--- src/logic/hif_pkg.sv ---
// How it works
// RULE1 - sync loss sets fail flag after frame
// RULE2 - reading forward status clears fail flags
// RULE3 - sync bit high while forwarding synchronized
// RULE4 - sync bit zero while forwarding disabled
// RULE5 - bit 7 global enable gates interrupt
// RULE6 - per-source enables in control bits 5..0
// RULE7 - pending bit set by enabled source
// RULE8 - pending ignores global enable
// RULE9 - transmitter bits set, cleared on status read
// RULE10 - receiver bits cleared after status reads
// RULE11 - control register resets to zero
// RULE12 - irq output equals enable and pending
// RULE13 - host reads global then source status
package hif_pkg;
  localparam logic [7:0] ADDR_FORWARD_SYNC_STATUS      = 8'h22;
  localparam logic [7:0] ADDR_IRQ_CTL      = 8'h23;
  localparam logic [7:0] ADDR_IRQ_STS      = 8'h24;
  localparam logic [7:0] ADDR_EVT_STS      = 8'h30;
  localparam logic [7:0] ADDR_EVT_CLR      = 8'h31;
  localparam logic [7:0] ADDR_EVT_EN       = 8'h32;
  localparam logic [7:0] IRQ_CTL_RESET     = 8'h00;
  localparam logic [7:0] FORWARD_SYNC_STATUS_RESET     = 8'h00;
  localparam int         GLOBAL_BIT        = 7;
  localparam int         TX_LSB            = 4;
  localparam int         RX_LSB            = 0;
  localparam int         FAIL_LSB          = 2;
  localparam int         SYNC_LSB          = 0;
  localparam int         NUM_RX            = 4;
  localparam int         NUM_TX            = 2;
  localparam int         NUM_EVT           = 3;
  localparam int         EVT_SYNC_LOST     = 0;
  localparam int         EVT_PENDING_RISE  = 1;
  localparam int         EVT_IRQ_RISE      = 2;

  // per-output forwarding engine report
  typedef struct packed {
    logic       fwd_enabled;
    logic       sync_ok;
    logic       frame_done;
    logic       sync_lost;
  } hif_fwd_t;

  // receiver port event and status-read strobes
  typedef struct packed {
    logic [NUM_RX-1:0] event_set;
    logic [NUM_RX-1:0] read_port_a;
    logic [NUM_RX-1:0] read_port_b;
    logic [NUM_RX-1:0] read_stream;
  } hif_rx_t;
endpackage

--- src/logic/hif_irq_hub.sv ---
// Implementation choice: strobed register access.
module hif_irq_hub
  import hif_pkg::*;
(
  input  wire logic              core_clk_i,     // 40 MHz clock
  input  wire logic              rstn_i,         // async reset, low
  input  wire logic              ce_i,           // freezes state when low
  input  wire logic [7:0]        addr_i,         // register address
  input  wire logic [7:0]        wdata_i,        // write data
  input  wire logic              wr_i,           // write strobe
  input  wire logic              rd_i,           // read strobe
  output logic      [7:0]        rdata_o,        // read data, next cycle
  input  wire hif_fwd_t          fwd0_i,         // output port 0 engine
  input  wire hif_fwd_t          fwd1_i,         // output port 1 engine
  input  wire logic [NUM_TX-1:0] tx_event_i,     // transmitter events
  input  wire logic [NUM_TX-1:0] tx_sts_read_i,  // transmitter status read
  input  wire hif_rx_t           rx_i,           // receiver events and reads
  input  wire logic              rx_pin_evt_i,   // async rx port 0 event pin
  output logic                   irq_o,          // host interrupt line
  output logic                   evt_irq_o       // local event interrupt
);
  logic [7:0]         irq_ctl;
  logic [NUM_TX-1:0]  tx_pend;
  logic [NUM_RX-1:0]  rx_pend;
  logic [NUM_RX-1:0]  rd_a_seen;
  logic [NUM_RX-1:0]  rd_b_seen;
  logic [NUM_RX-1:0]  rd_s_seen;
  logic [NUM_EVT-1:0] evt_sts;
  logic [NUM_EVT-1:0] evt_en;
  logic               global_pend_q;
  logic               irq_q;
  logic               pin_sync;
  logic               ok0, ok1, lost0, lost1, lev0, lev1;

  // address decode
  wire rd_fwd  = rd_i && addr_i == ADDR_FORWARD_SYNC_STATUS;
  wire rd_ctl  = rd_i && addr_i == ADDR_IRQ_CTL;
  wire rd_ists = rd_i && addr_i == ADDR_IRQ_STS;
  wire wr_ctl  = wr_i && addr_i == ADDR_IRQ_CTL;
  wire wr_eclr = wr_i && addr_i == ADDR_EVT_CLR;
  wire wr_een  = wr_i && addr_i == ADDR_EVT_EN;

  // register reads clear only when clock enabled
  wire fwd_clr = rd_fwd & ce_i; // [RULE2]

  hif_fwd_port u_port0 (
    .core_clk_i (core_clk_i),
    .rstn_i     (rstn_i),
    .ce_i       (ce_i),
    .fwd_i      (fwd0_i),
    .clr_i      (fwd_clr),
    .sync_ok_o  (ok0),
    .lost_o     (lost0),
    .lost_evt_o (lev0)
  );

  hif_fwd_port u_port1 (
    .core_clk_i (core_clk_i),
    .rstn_i     (rstn_i),
    .ce_i       (ce_i),
    .fwd_i      (fwd1_i),
    .clr_i      (fwd_clr),
    .sync_ok_o  (ok1),
    .lost_o     (lost1),
    .lost_evt_o (lev1)
  );

  hif_sync3 u_pin_sync (
    .core_clk_i (core_clk_i),
    .rstn_i     (rstn_i),
    .ce_i       (ce_i),
    .async_i    (rx_pin_evt_i),
    .sync_o     (pin_sync)
  );

  logic pin_sync_d;
  wire  pin_rise = pin_sync & ~pin_sync_d;

  // status words
  wire [7:0] fwd_word = {4'h0, lost1, lost0, ok1, ok0};
  wire [NUM_TX-1:0] tx_en = irq_ctl[TX_LSB +: NUM_TX]; // [RULE6]
  wire [NUM_RX-1:0] rx_en = irq_ctl[RX_LSB +: NUM_RX]; // [RULE6]
  wire global_pend = |(tx_pend & tx_en) | |(rx_pend & rx_en); // [RULE7] [RULE8]
  wire [7:0] ists_word = {global_pend, 1'b0, tx_pend, rx_pend};
  wire [7:0] evt_word  = {5'h00, evt_sts};
  wire [7:0] een_word  = {5'h00, evt_en};

  // receiver sources also see the async pin on port 0
  wire [NUM_RX-1:0] rx_set = rx_i.event_set | {{(NUM_RX-1){1'b0}}, pin_rise};
  wire [NUM_RX-1:0] rd_a   = rd_a_seen | rx_i.read_port_a;
  wire [NUM_RX-1:0] rd_b   = rd_b_seen | rx_i.read_port_b;
  wire [NUM_RX-1:0] rd_s   = rd_s_seen | rx_i.read_stream;
  wire [NUM_RX-1:0] rx_done = rd_a & rd_b & rd_s;

  wire [NUM_TX-1:0] next_tx_pend = tx_event_i | (tx_pend & ~tx_sts_read_i); // [RULE9]
  wire [NUM_RX-1:0] next_rx_pend = rx_set | (rx_pend & ~rx_done); // [RULE10]

  // local event sources
  wire [NUM_EVT-1:0] evt_set = {~irq_q & irq_o, global_pend & ~global_pend_q, lev0 | lev1};
  wire [NUM_EVT-1:0] evt_clr = wr_eclr ? wdata_i[NUM_EVT-1:0] : {NUM_EVT{1'b0}};

  // read mux
  wire [7:0] next_rdata = rd_fwd  ? fwd_word  :
                          rd_ctl  ? irq_ctl   :
                          rd_ists ? ists_word :
                          (rd_i && addr_i == ADDR_EVT_STS) ? evt_word :
                          (rd_i && addr_i == ADDR_EVT_EN)  ? een_word : 8'h00;

  // control register and read data
  always_ff @(posedge core_clk_i or negedge rstn_i) begin
    if (!rstn_i) begin
      irq_ctl <= IRQ_CTL_RESET; // [RULE11]
      rdata_o <= 8'h00;
      evt_en  <= '0;
    end else if (ce_i) begin
      if (wr_ctl) begin
        irq_ctl <= {wdata_i[7], 1'b0, wdata_i[5:0]}; // [RULE5] [RULE6]
      end
      if (wr_een) begin
        evt_en <= wdata_i[NUM_EVT-1:0];
      end
      rdata_o <= next_rdata;
    end
  end

  // pending sources; set beats clear
  always_ff @(posedge core_clk_i or negedge rstn_i) begin
    if (!rstn_i) begin
      tx_pend   <= '0;
      rx_pend   <= '0;
      rd_a_seen <= '0;
      rd_b_seen <= '0;
      rd_s_seen <= '0;
    end else if (ce_i) begin
      tx_pend   <= next_tx_pend;
      rx_pend   <= next_rx_pend;
      rd_a_seen <= rd_a & rx_pend & ~rx_done; // per port, a done port forgets only its own
      rd_b_seen <= rd_b & rx_pend & ~rx_done;
      rd_s_seen <= rd_s & rx_pend & ~rx_done;
    end
  end

  // edge history and sticky events
  always_ff @(posedge core_clk_i or negedge rstn_i) begin
    if (!rstn_i) begin
      global_pend_q <= 1'b0;
      irq_q         <= 1'b0;
      pin_sync_d    <= 1'b0;
      evt_sts       <= '0;
    end else if (ce_i) begin
      global_pend_q <= global_pend;
      irq_q         <= irq_o;
      pin_sync_d    <= pin_sync;
      evt_sts       <= evt_set | (evt_sts & ~evt_clr);
    end
  end

  // interrupt outputs
  assign irq_o     = irq_ctl[GLOBAL_BIT] & global_pend; // [RULE5] [RULE12]
  assign evt_irq_o = |(evt_sts & evt_en);

  a_irq_equals_gate : assert property (@(posedge core_clk_i) disable iff (!rstn_i)
    irq_o == (irq_ctl[GLOBAL_BIT] && |(irq_ctl[5:0] & ists_word[5:0])))
    else $error("irq gate wrong"); // [RULE12]
  a_pend_no_gen : assert property (@(posedge core_clk_i) disable iff (!rstn_i)
    ce_i && tx_event_i[0] && tx_en[0] |=> ists_word[GLOBAL_BIT]) else $error("pending missed"); // [RULE8]
  a_tx_clear_read : assert property (@(posedge core_clk_i) disable iff (!rstn_i)
    ce_i && tx_sts_read_i[1] && !tx_event_i[1] |=> !tx_pend[1]) else $error("tx not cleared"); // [RULE9]
  a_tx_set_event : assert property (@(posedge core_clk_i) disable iff (!rstn_i)
    ce_i && tx_event_i[0] |=> tx_pend[0]) else $error("tx event lost"); // [RULE9]
  a_rx_hold_unread : assert property (@(posedge core_clk_i) disable iff (!rstn_i)
    ce_i && rx_pend[0] && !rx_done[0] |=> rx_pend[0]) else $error("rx cleared early"); // [RULE10]
  a_fwd_read_clear : assert property (@(posedge core_clk_i) disable iff (!rstn_i)
    fwd_clr && !fwd0_i.sync_lost |=> !lost0) else $error("fail flag survived read"); // [RULE2]
  a_ctl_write_back : assert property (@(posedge core_clk_i) disable iff (!rstn_i)
    ce_i && wr_ctl |=> irq_ctl[5:0] == $past(wdata_i[5:0])) else $error("control not stored"); // [RULE6]
  a_sync_follows : assert property (@(posedge core_clk_i) disable iff (!rstn_i)
    ce_i && fwd0_i.fwd_enabled && fwd0_i.sync_ok |=> ok0) else $error("sync bit low"); // [RULE3]
endmodule

--- src/logic/hif_sync3.sv ---
module hif_sync3
  import hif_pkg::*;
(
  input  wire logic core_clk_i,  // clock
  input  wire logic rstn_i,      // async reset
  input  wire logic ce_i,        // clock enable
  input  wire logic async_i,     // foreign input
  output logic      sync_o       // filtered level
);
  logic s1;
  logic s2;
  logic s3;

  // three stages, accept when second and third agree
  always_ff @(posedge core_clk_i or negedge rstn_i) begin
    if (!rstn_i) begin
      s1     <= 1'b0;
      s2     <= 1'b0;
      s3     <= 1'b0;
      sync_o <= 1'b0;
    end else if (ce_i) begin
      s1 <= async_i;
      s2 <= s1;
      s3 <= s2;
      if (s2 == s3) begin
        sync_o <= s3;
      end
    end
  end
endmodule

--- src/logic/hif_fwd_port.sv ---
module hif_fwd_port
  import hif_pkg::*;
(
  input  wire logic      core_clk_i,  // clock
  input  wire logic      rstn_i,      // async reset
  input  wire logic      ce_i,        // clock enable
  input  wire hif_fwd_t  fwd_i,       // engine report
  input  wire logic      clr_i,       // status read clear
  output logic           sync_ok_o,   // synchronized now
  output logic           lost_o,      // sticky sync lost
  output logic           lost_evt_o   // one-cycle new loss
);
  logic armed;
  wire  loss_seen = fwd_i.fwd_enabled && armed && fwd_i.sync_lost;
  wire  next_lost = loss_seen | (lost_o & ~clr_i);

  // sync bit forced low when forwarding off
  always_ff @(posedge core_clk_i or negedge rstn_i) begin
    if (!rstn_i) begin
      sync_ok_o <= 1'b0;
    end else if (ce_i) begin
      sync_ok_o <= fwd_i.fwd_enabled & fwd_i.sync_ok; // [RULE3] [RULE4]
    end
  end

  // arm once a frame was sent; set beats read clear
  always_ff @(posedge core_clk_i or negedge rstn_i) begin
    if (!rstn_i) begin
      armed  <= 1'b0;
      lost_o <= 1'b0;
    end else if (ce_i) begin
      if (!fwd_i.fwd_enabled) begin
        armed <= 1'b0;
      end else if (fwd_i.frame_done) begin
        armed <= 1'b1;
      end
      lost_o <= next_lost; // [RULE1] [RULE2]
    end
  end

  assign lost_evt_o = loss_seen & ce_i & ~lost_o;

  a_lost_needs_arm : assert property (@(posedge core_clk_i) disable iff (!rstn_i)
    ce_i && !lost_o && !armed |=> !lost_o) else $error("loss set before a frame"); // [RULE1]
  a_sync_off_zero : assert property (@(posedge core_clk_i) disable iff (!rstn_i)
    ce_i && !fwd_i.fwd_enabled |=> !sync_ok_o) else $error("sync bit while disabled"); // [RULE4]
endmodule

--- config.mk ---
export PLATFORM = sky130hd
export DESIGN_NAME = hif_irq_hub
export DESIGN_NICKNAME = d
export VERILOG_FILES = /design/src/logic/hif_pkg.sv /design/src/logic/hif_irq_hub.sv /design/src/logic/hif_sync3.sv /design/src/logic/hif_fwd_port.sv
export SDC_FILE = /design/constraint.sdc
export NUM_CORES = 1
export LEC_CHECK = 0
export BUFFER_PORTS_ARGS = -buffer_cell sky130_fd_sc_hd__buf_2
export CAP_MARGIN = 20
export CORE_UTILIZATION = 25
export DETAILED_ROUTE_END_ITERATION = 8
export MAX_ROUTING_LAYER = met4
export PLACE_DENSITY = 0.47
export SYNTH_ARGS = -nofsm -noshare
export SYNTH_HDL_FRONTEND = slang
export SYNTH_SLANG_ARGS = --single-unit
--- constraint.sdc ---
create_clock -name core_clk_i -period 1.9 [get_ports core_clk_i]
set_input_delay 0 -clock core_clk_i [delete_from_list [all_inputs] [get_ports core_clk_i]]
set_output_delay 0 -clock core_clk_i [all_outputs]
set_load 0.05 [all_outputs]
Yosys cells after proc, flatten, opt, wreduce, memory -nomap -nowiden
Index checks and enable logic that the tools add are counted.
{"block": "totals", "word_cells": 108, "reg_bits": 52, "output_inout_bits": 10}
{"block": "classes", "n_reduce_logical": 20, "n_bitwise": 47, "n_mux": 10, "n_eq_ne": 9}
{"op": "8-bit by 6-bit equality test with 1-bit output (second input constant)", "count": 6}
{"op": "4-bit AND", "count": 10}
{"op": "8-bit two-way mux", "count": 3}
{"op": "4-bit bitwise OR", "count": 4}
{"op": "1-bit AND", "count": 13}
{"op": "1-bit logical AND", "count": 12}
{"op": "2-bit AND reduction", "count": 5}
{"op": "3-bit two-way mux", "count": 3}
{"op": "3-bit AND", "count": 2}
{"op": "1-bit inverter", "count": 6}
{"op": "2-bit AND", "count": 2}
{"op": "1-bit two-way mux", "count": 4}
{"op": "2-bit inequality test (second input constant)", "count": 2}
{"op": "4-bit inverter", "count": 1}
{"op": "1-bit bitwise OR", "count": 4}
{"op": "4-bit by 1-bit bitwise OR with 4-bit output", "count": 1}
{"op": "4-bit OR reduction", "count": 1}
{"op": "3-bit inverter", "count": 1}
{"op": "3-bit bitwise OR", "count": 1}
{"op": "3-bit OR reduction", "count": 1}
{"op": "2-bit inverter", "count": 1}
{"op": "2-bit bitwise OR", "count": 1}
{"op": "2-bit OR reduction", "count": 1}
{"op": "1-bit equality test", "count": 1}

Depth between registers and ports, before layout
Gate-level depths: netlist of the first run.
{"block": "depth", "word_depth": 7, "mapped_depth": 5}

By module
A second synthesis of the first run with hierarchy kept.
{"block": "unflattened", "hier_cells": 243, "area_unflattened_um2": 2537.4}
{"module": "hif_irq_hub", "cells_each": 207, "instances": 1, "area_each_um2": 2110.8}
{"module": "hif_fwd_port", "cells_each": 13, "instances": 2, "area_each_um2": 135.1}
{"module": "hif_sync3", "cells_each": 10, "instances": 1, "area_each_um2": 156.4}

Worst setup path before layout of the first run
No wires, ideal clock.
{"block": "synth_timing", "kind": "flip-flop to flip-flop", "from": "register rx_pend[1]", "to": "register irq_q", "arrival_time_ns": 1.344, "period_less_slack_ns": 1.469, "required_ns": 1.775, "path_stages_with_launch": 5, "slack_ns": 0.431, "cell_sequence": "dfrtp_1 a22oi_1 nand3_1 and2_1 mux2_2"}
{"block": "synth_between", "elab_chain_cells": 4}
{"item": "start: declaration", "line_no": "hif_irq_hub.sv:24", "rtl": "logic [NUM_RX-1:0] rx_pend;"}
{"item": "start signal: assignment", "line_no": "hif_irq_hub.sv:136", "rtl": "rx_pend <= next_rx_pend;"}
{"item": "4-bit AND", "line_no": "hif_irq_hub.sv:83", "rtl": "wire global_pend = |(tx_pend & tx_en) | |(rx_pend & rx_en);"}
{"item": "4-bit OR reduction", "line_no": "hif_irq_hub.sv:83"}
{"item": "1-bit bitwise OR", "line_no": "hif_irq_hub.sv:83"}
{"item": "1-bit AND", "line_no": "hif_irq_hub.sv:159", "rtl": "assign irq_o = irq_ctl[GLOBAL_BIT] & global_pend;"}
{"item": "named net irq_o", "line_no": "hif_irq_hub.sv:19", "rtl": "output logic irq_o,"}
{"item": "end signal: assignment", "line_no": "hif_irq_hub.sv:152", "rtl": "irq_q <= irq_o;"}
{"item": "end: declaration", "line_no": "hif_irq_hub.sv:31", "rtl": "logic irq_q;"}
The timed path passes the listed nets, and every way through them passes these cells.
A chain may end at the register's enable or synchronous reset.

Final worst setup path of the first run
{"block": "layout_timing", "from": "register rx_pend[3]", "to": "output port irq_o"}
{"block": "layout_between", "elab_chain_cells": 4}
{"item": "4-bit AND", "line_no": "hif_irq_hub.sv:83"}
{"item": "4-bit OR reduction", "line_no": "hif_irq_hub.sv:83"}
{"item": "1-bit bitwise OR", "line_no": "hif_irq_hub.sv:83"}
{"item": "1-bit AND", "line_no": "hif_irq_hub.sv:159"}
{"item": "end: declaration", "line_no": "hif_irq_hub.sv:19"}
Every way passes these cells.

==> results.json, run 1 <==
{
  "critical_path_class": "reg2out",
  "clock_sinks": 51,
  "cts-root-buf": "clkbuf_8",
  "slew-limit-headroom": 0.610,
  "layout_common_cells": "57 x buf_2, 51 x dfrtp_1, 37 x dlygate4sd3_1",
  "hp-class": "in2reg",
  "grt_overflow": 0,
  "final_antenna_net_count": 0,
  "synthDistinctLibCells": 41,
  "ff2ff_setup_slack_ns": 0.55,
  "final_common_cell": "buf_2",
  "insertion_delay_ns": 0.31,
  "outcome": "completed",
  "antenna_found_initial": 0,
  "ys_ff_latch": 51,
  "layout_min_cycle_time_ns": 1.51,
  "hold-worst-slack_ns": 0.00535,
  "coreArea_um2": 9330,
  "grt_start_max_net_pins": 28,
  "syn_inst": 230,
  "synth_ff_type": "dfrtp_1",
  "die_h_um": 100,
  "hold_depth": 3,
  "routed_wl_um": 6080,
  "drtIter0Drc": 83,
  "path_max_fanout": 5,
  "dr.pass1.iters": 4,
  "final_area_um2": 3320,
  "port_buffers": 57,
  "setup_viol": 0,
  "wl_per_cell_um": 13.3,
  "n_antenna_cell": 0,
  "leakage_nw": 1.52,
  "rsz0062_at_grt": "no",
  "die_x_um": 100,
  "seq_area_frac_synth": 0.527,
  "post_cts_buffers": 0,
  "ios": 60,
  "worstMarginPinSlew_ns": 0.584,
  "cts_buffers": 5,
  "grt_pass1_wl_um": 10400,
  "finalNetCount": 378,
  "vias_per_cell": 4.55,
  "dr_total_vias": 2086,
  "cts_buffer_depth": 2,
  "n_fill_cell": 961,
  "hold_start": "fwd0_i[0]",
  "p_total_mw": 2.49,
  "ff2ff_path_depth": 4,
  "maxCapViolCount": 0,
  "power_density_nw_per_um2": 751,
  "crit_path_end_kind": "output pin",
  "ys.warnings.count": 0,
  "cts_resized": 0,
  "ir_drop_mv": 0.272,
  "start_util": 0.260,
  "clock.fmax_mhz": 660,
  "hold_viol": 0,
  "skew_ns": 0.00872,
  "synth_area_um2": 2420,
  "grt_pass1_vias": 2100,
  "fp.dieArea_um2": 10100,
  "r2r_end": "irq_q$_DFFE_PN0P_",
  "cts_tree": "built",
  "gp_congestion": 0.720,
  "start_kind": "flop",
  "post-route-period-util": 0.797,
  "synth_edf_count": 0,
  "drc": 0,
  "place_area_um2": 2860,
  "slew_viol_final": 0,
  "pre_cts_slack_ns": 0.516,
  "hpwl_um": 4510,
  "track_usage": 0.140,
  "min_to": "u_port0.lost_o$_DFFE_PN0P_",
  "htree_levels": 2,
  "synthArstFlopShare": 1.00,
  "required_ns": 1.90,
  "finalWorstSetupSlack_ns": 0.386,
  "reg2reg_from": "rx_pend[3]$_DFFE_PN0P_",
  "areaGrowthSynthToFinish_pct": 37.1,
  "drive_above_1_share": 0.298,
  "syn-num-nets": 280,
  "tns_ns": 0,
  "num_rows": 35,
  "clk_pin_slew_ns": 0.10,
  "arrival_ns": 1.51,
  "syn_area_per_cell_um2": 10.5
}
==> area by class of cell <==
| type | count | area, um^2 | area share |
|---|---|---|---|
| inverters | 9 | 33.8 | 0.0102 |
| repair buffers | 102 | 716 | 0.216 |
| multi-input cells | 159 | 1050 | 0.315 |
| clock inverters | 2 | 12.5 | 0.00377 |
| clock buffers | 6 | 72.6 | 0.0219 |
| flip-flops and latches | 51 | 1280 | 0.384 |
| well taps | 129 | 161 | 0.0486 |
==> per-layer routing <==
layer / vias up / track usage / routed length (um)
li1: 1035 / - / -
met1: 999 / 0.190 / 3100
met2: 47 / 0.204 / 2680
met3: 5 / 0.0313 / 229
met4: 0 / 0.0468 / 80
met5: - / - / 0
==> worst max path at each step <==
stage                                start                     end  slack [ns]  cells past startpoint
floorplan           rx_pend[1]$_DFFE_PN0P_       irq_q$_DFFE_PN0P_        0.43                      4
global placement                 addr_i[4]  irq_ctl[4]$_DFFE_PN0P_        0.52                      4
detailed placement               addr_i[4]  irq_ctl[5]$_DFFE_PN0P_        0.52                      4
CTS                 rx_pend[3]$_DFFE_PN0P_                   irq_o        0.34                      4
global route        rx_pend[3]$_DFFE_PN0P_                   irq_o        0.23                      4
finish              rx_pend[3]$_DFFE_PN0P_                   irq_o        0.39                      4
==> through the flow <==
stage	utilization	cells
CTS	0.356	458
detailed placement	0.307	413
finish	0.356	458
global placement	0.307	413
floorplan	-	230
global route	0.356	458
==> Yosys cell counts (2+ instances only) <==
| cell type | number | area [um^2] |
|---|---|---|
| a22oi_1 | 6 | 45.0 |
| and3_2 | 3 | 22.5 |
| o21a_1 | 3 | 22.5 |
| nand4_1 | 9 | 56.3 |
| o31ai_1 | 4 | 30.0 |
| clkbuf_1 | 5 | 18.8 |
| a21oi_1 | 21 | 105 |
| o21ai_0 | 8 | 40.0 |
| o2bb2ai_1 | 5 | 43.8 |
| nand2b_1 | 3 | 18.8 |
| mux2_2 | 16 | 180 |
| nand4b_1 | 2 | 17.5 |
| a31o_2 | 2 | 17.5 |
| a22o_1 | 5 | 43.8 |
| o22ai_1 | 6 | 37.5 |
| nand3_1 | 8 | 40.0 |
| nor2b_1 | 2 | 12.5 |
| inv_1 | 8 | 30.0 |
| buf_6 | 2 | 22.5 |
| dfrtp_1 | 51 | 1280 |
| buf_2 | 3 | 15.0 |
| nand2_1 | 23 | 86.3 |
| nor2_1 | 17 | 63.8 |
==> where the power goes <==
group | total, mW | internal, mW | switching (mW)
Sequential | 1.36 | 1.24 | 0.115
Clock | 0.630 | 0.258 | 0.371
Combinational | 0.505 | 0.261 | 0.244
Total | 2.49 | 1.76 | 0.730
==> cells by family (layout without fill, tap and decap cells) <==
kind of cell           Yosys count  count (layout)  share of synthesized area
AND/OR/NAND/NOR                 76              76                      0.174
AO/OA/AOI/OAI                   66              66                      0.182
flip-flops                      51              51                      0.527
buffers and inverters           20             119                     0.0403
multiplexers                    16              16                     0.0744
other                            1               1                    0.00155
==> sequential cells by signal, summed over array words and instances (netlist names), 2 cells and up <==
signal,cells
evt_en,3
evt_sts,3
irq_ctl,7
rd_a_seen,4
rd_b_seen,4
rd_s_seen,4
rdata_o,7
rx_pend,4
tx_pend,2
==> timing repair <==
action,4_1_cts,5_1_grt
hold buffers,37,0
setup endpoints to repair,0,0
endpoints found under the hold margin,60,0
==> critical path, stage by stage (launching register included) <==
cell     delay (ns)
dfrtp_1        0.46
a22oi_1        0.20
nand3_1        0.14
and2_1         0.19
buf_2          0.21
Power figures use the tool's default switching activity.
==> run 2: changes to the inputs <==
- PLACE_DENSITY: 0.47 -> 0.48
- clock period: 1.9 -> 1.3 ns (I/O delays scaled with it)
==> run 2 against run 1 <==
The run now ends with setup timing left. Sequential power up 45%. Count of clock-buffer cells in the layout up 1. Wire length up 5.9%. Critical endpoint is now evt_irq_o. Largest power group unchanged.
==> results.json, run 2 (synthesis gave the netlist of run 1 again) <==
{
  "hpwl_um": 4710,
  "num_rows": 35,
  "reg2reg_from": "irq_ctl[1]$_DFFE_PN0P_",
  "cts_tree": "built",
  "grt_util_met2": 0.222,
  "p_sw_mw": 1.09,
  "drive_above_1_share": 0.364,
  "required_ns": 1.30,
  "gp_congestion": 0.782,
  "outcome": "finished, violations left",
  "p_clk_frac": 0.252,
  "post-route-util": 0.379,
  "ir_drop_mv": 0.422,
  "maxCapViolCount": 0,
  "dr_total_vias": 2174,
  "tns_ns": -0.00743,
  "hold-worst-slack_ns": 0.0121,
  "p_comb_frac": 0.231,
  "port_buffers": 57,
  "vias_per_cell": 4.58,
  "seqPwrFrac": 0.517,
  "critical_path_class": "reg2out",
  "setup_viol": 2,
  "start_util": 0.260,
  "antenna_found_initial": 0,
  "die_h_um": 100,
  "ios": 60,
  "arrival_ns": 1.31,
  "routed_wl_um": 6440,
  "cts_buffer_depth": 2,
  "finalWorstSetupSlack_ns": -0.00617,
  "hold_depth": 3,
  "cts_buffers": 5,
  "grtUsageMet3": 0.0292,
  "fp.dieArea_um2": 10100,
  "worstMarginPinSlew_ns": 0.636,
  "dr.pass1.iters": 4,
  "areaGrowthSynthToFinish_pct": 46.1,
  "clock.fmax_mhz": 766,
  "r2r_end": "rdata_o[7]$_DFFE_PN0P_",
  "coreArea_um2": 9330,
  "drc": 0,
  "start_kind": "flop",
  "skew_ns": 0.0126,
  "die_x_um": 100,
  "slew_viol_final": 0,
  "ff2ff_setup_slack_ns": 0,
  "hold_start": "fwd0_i[0]",
  "track_usage": 0.140,
  "wl_per_cell_um": 13.6,
  "finalNetCount": 395,
  "clock_sinks": 51,
  "htree_levels": 2,
  "ff2ff_path_depth": 6,
  "grt_pass1_vias": 2124,
  "swShare": 0.286,
  "final_common_cell": "buf_2",
  "grt_overflow": 0,
  "insertion_delay_ns": 0.31,
  "grt_pass1_wl_um": 10500,
  "hold_viol": 0,
  "slew-limit-headroom": 0.575,
  "path_max_fanout": 3,
  "p_int_mw": 2.71,
  "grt.busiest_layer": "met2",
  "cp_cell_sequence": "a222oi_1 -> inv_1 -> buf_6",
  "final_antenna_net_count": 0,
  "layout_common_cells": "55 x buf_2, 50 x dfrtp_1, 36 x dlygate4sd3_1",
  "max_stage_delay_ns": 0.40,
  "leakage_nw": 1.64,
  "violations": "setup timing",
  "hp-class": "in2reg",
  "drtIter0Drc": 96,
  "clk_pin_slew_ns": 0.10,
  "grt_start_max_net_pins": 38,
  "crit_path_end_kind": "output pin",
  "min_to": "u_port0.lost_o$_DFFE_PN0P_",
  "reg_top3": "irq_ctl x7, rdata_o x7",
  "n_antenna_cell": 0,
  "pre_cts_slack_ns": -0.0518,
  "power_density_nw_per_um2": 1070,
  "rsz0062_at_grt": "yes",
  "slowest_stage": "dfrtp_1",
  "layout_min_cycle_time_ns": 1.31,
  "met1_usage": 0.182,
  "cts-root-buf": "clkbuf_8",
  "post-route-period-util": 1.00
}
==> run 2: cell types whose count changed in the layout (fill, tap and decap cells not counted), moves of 2 or more <==
cell	before	now
a22oi_2	1	5
buf_12	0	2
buf_4	8	24
a22oi_1	6	2
buf_2	57	55
==> run 2: stage by stage <==
stage          cell area, um^2  std cells  power (mW)
2_1_floorplan             2420        230        2.38
5_1_grt                   3540        475        4.04
4_1_cts                   3510        474        3.83
3_3_place_gp              3030        431        2.73
6_report                  3540        475        3.80
3_5_place_dp              3030        431        2.74
==> run 2: worst max-delay path by stage <==
stage | startpoint | end | slack [ns] | cells after the start
global route | evt_sts[0]$_DFFE_PN0P_ | evt_irq_o | -0.09 | 3
detailed placement | addr_i[4] | rdata_o[7]$_DFFE_PN0P_ | -0.05 | 6
floorplan | rx_pend[1]$_DFFE_PN0P_ | irq_q$_DFFE_PN0P_ | 0.001 | 4
CTS | rx_pend[2]$_DFFE_PN0P_ | irq_o | -0.06 | 4
finish | evt_en[1]$_DFFE_PN0P_ | evt_irq_o | -0.006 | 3
global placement | addr_i[4] | rdata_o[2]$_DFFE_PN0P_ | 0.009 | 6
==> run 2: metal layers <==
metal	vias up	share of wire
li1	1076	-
met1	1047	0.50
met2	49	0.46
met3	2	0.033
met4	0	0.0036
met5	-	0
==> run 2: what timing repair did <==
item / 4_1_cts / 5_1_grt
buffers inserted: 1 / 2
gates cloned: 0 / 0
hold buffers: 36 / 0
setup endpoints to repair: 2 / 10
resized for setup: 9 / 5
pin swaps: 5 / 4
hold endpoints to repair: 70 / 0
==> run 2: worst max-delay path, delay by kind of cell (launching register included) <==
kind | cells | cell delay [ns]
AO/OA/AOI/OAI | 1 | 0.35
buffers and inverters | 2 | 0.25
flip-flops | 1 | 0.40
==> run 2: layout make-up <==
| class | count | area (um^2) |
|---|---|---|
| Clock buffer | 7 | 86.3 |
| Clock inverter | 1 | 5.00 |
| Fill cell | 949 | 5790 |
| Inverter | 9 | 33.8 |
| Multi-Input combinational cell | 159 | 1090 |
| Sequential cell | 51 | 1280 |
| Tap cell | 129 | 161 |
| Timing Repair Buffer | 119 | 882 |
==> run 2: power groups by stage <==
stage               clock network (mW)  logic [mW]  registers [mW]
floorplan                            0       0.408            1.98
global placement                     0       0.743            1.98
detailed placement                   0       0.755            1.99
CTS                               1.01       0.857            1.96
global route                      1.06       0.984            2.00
finish                           0.956       0.878            1.97
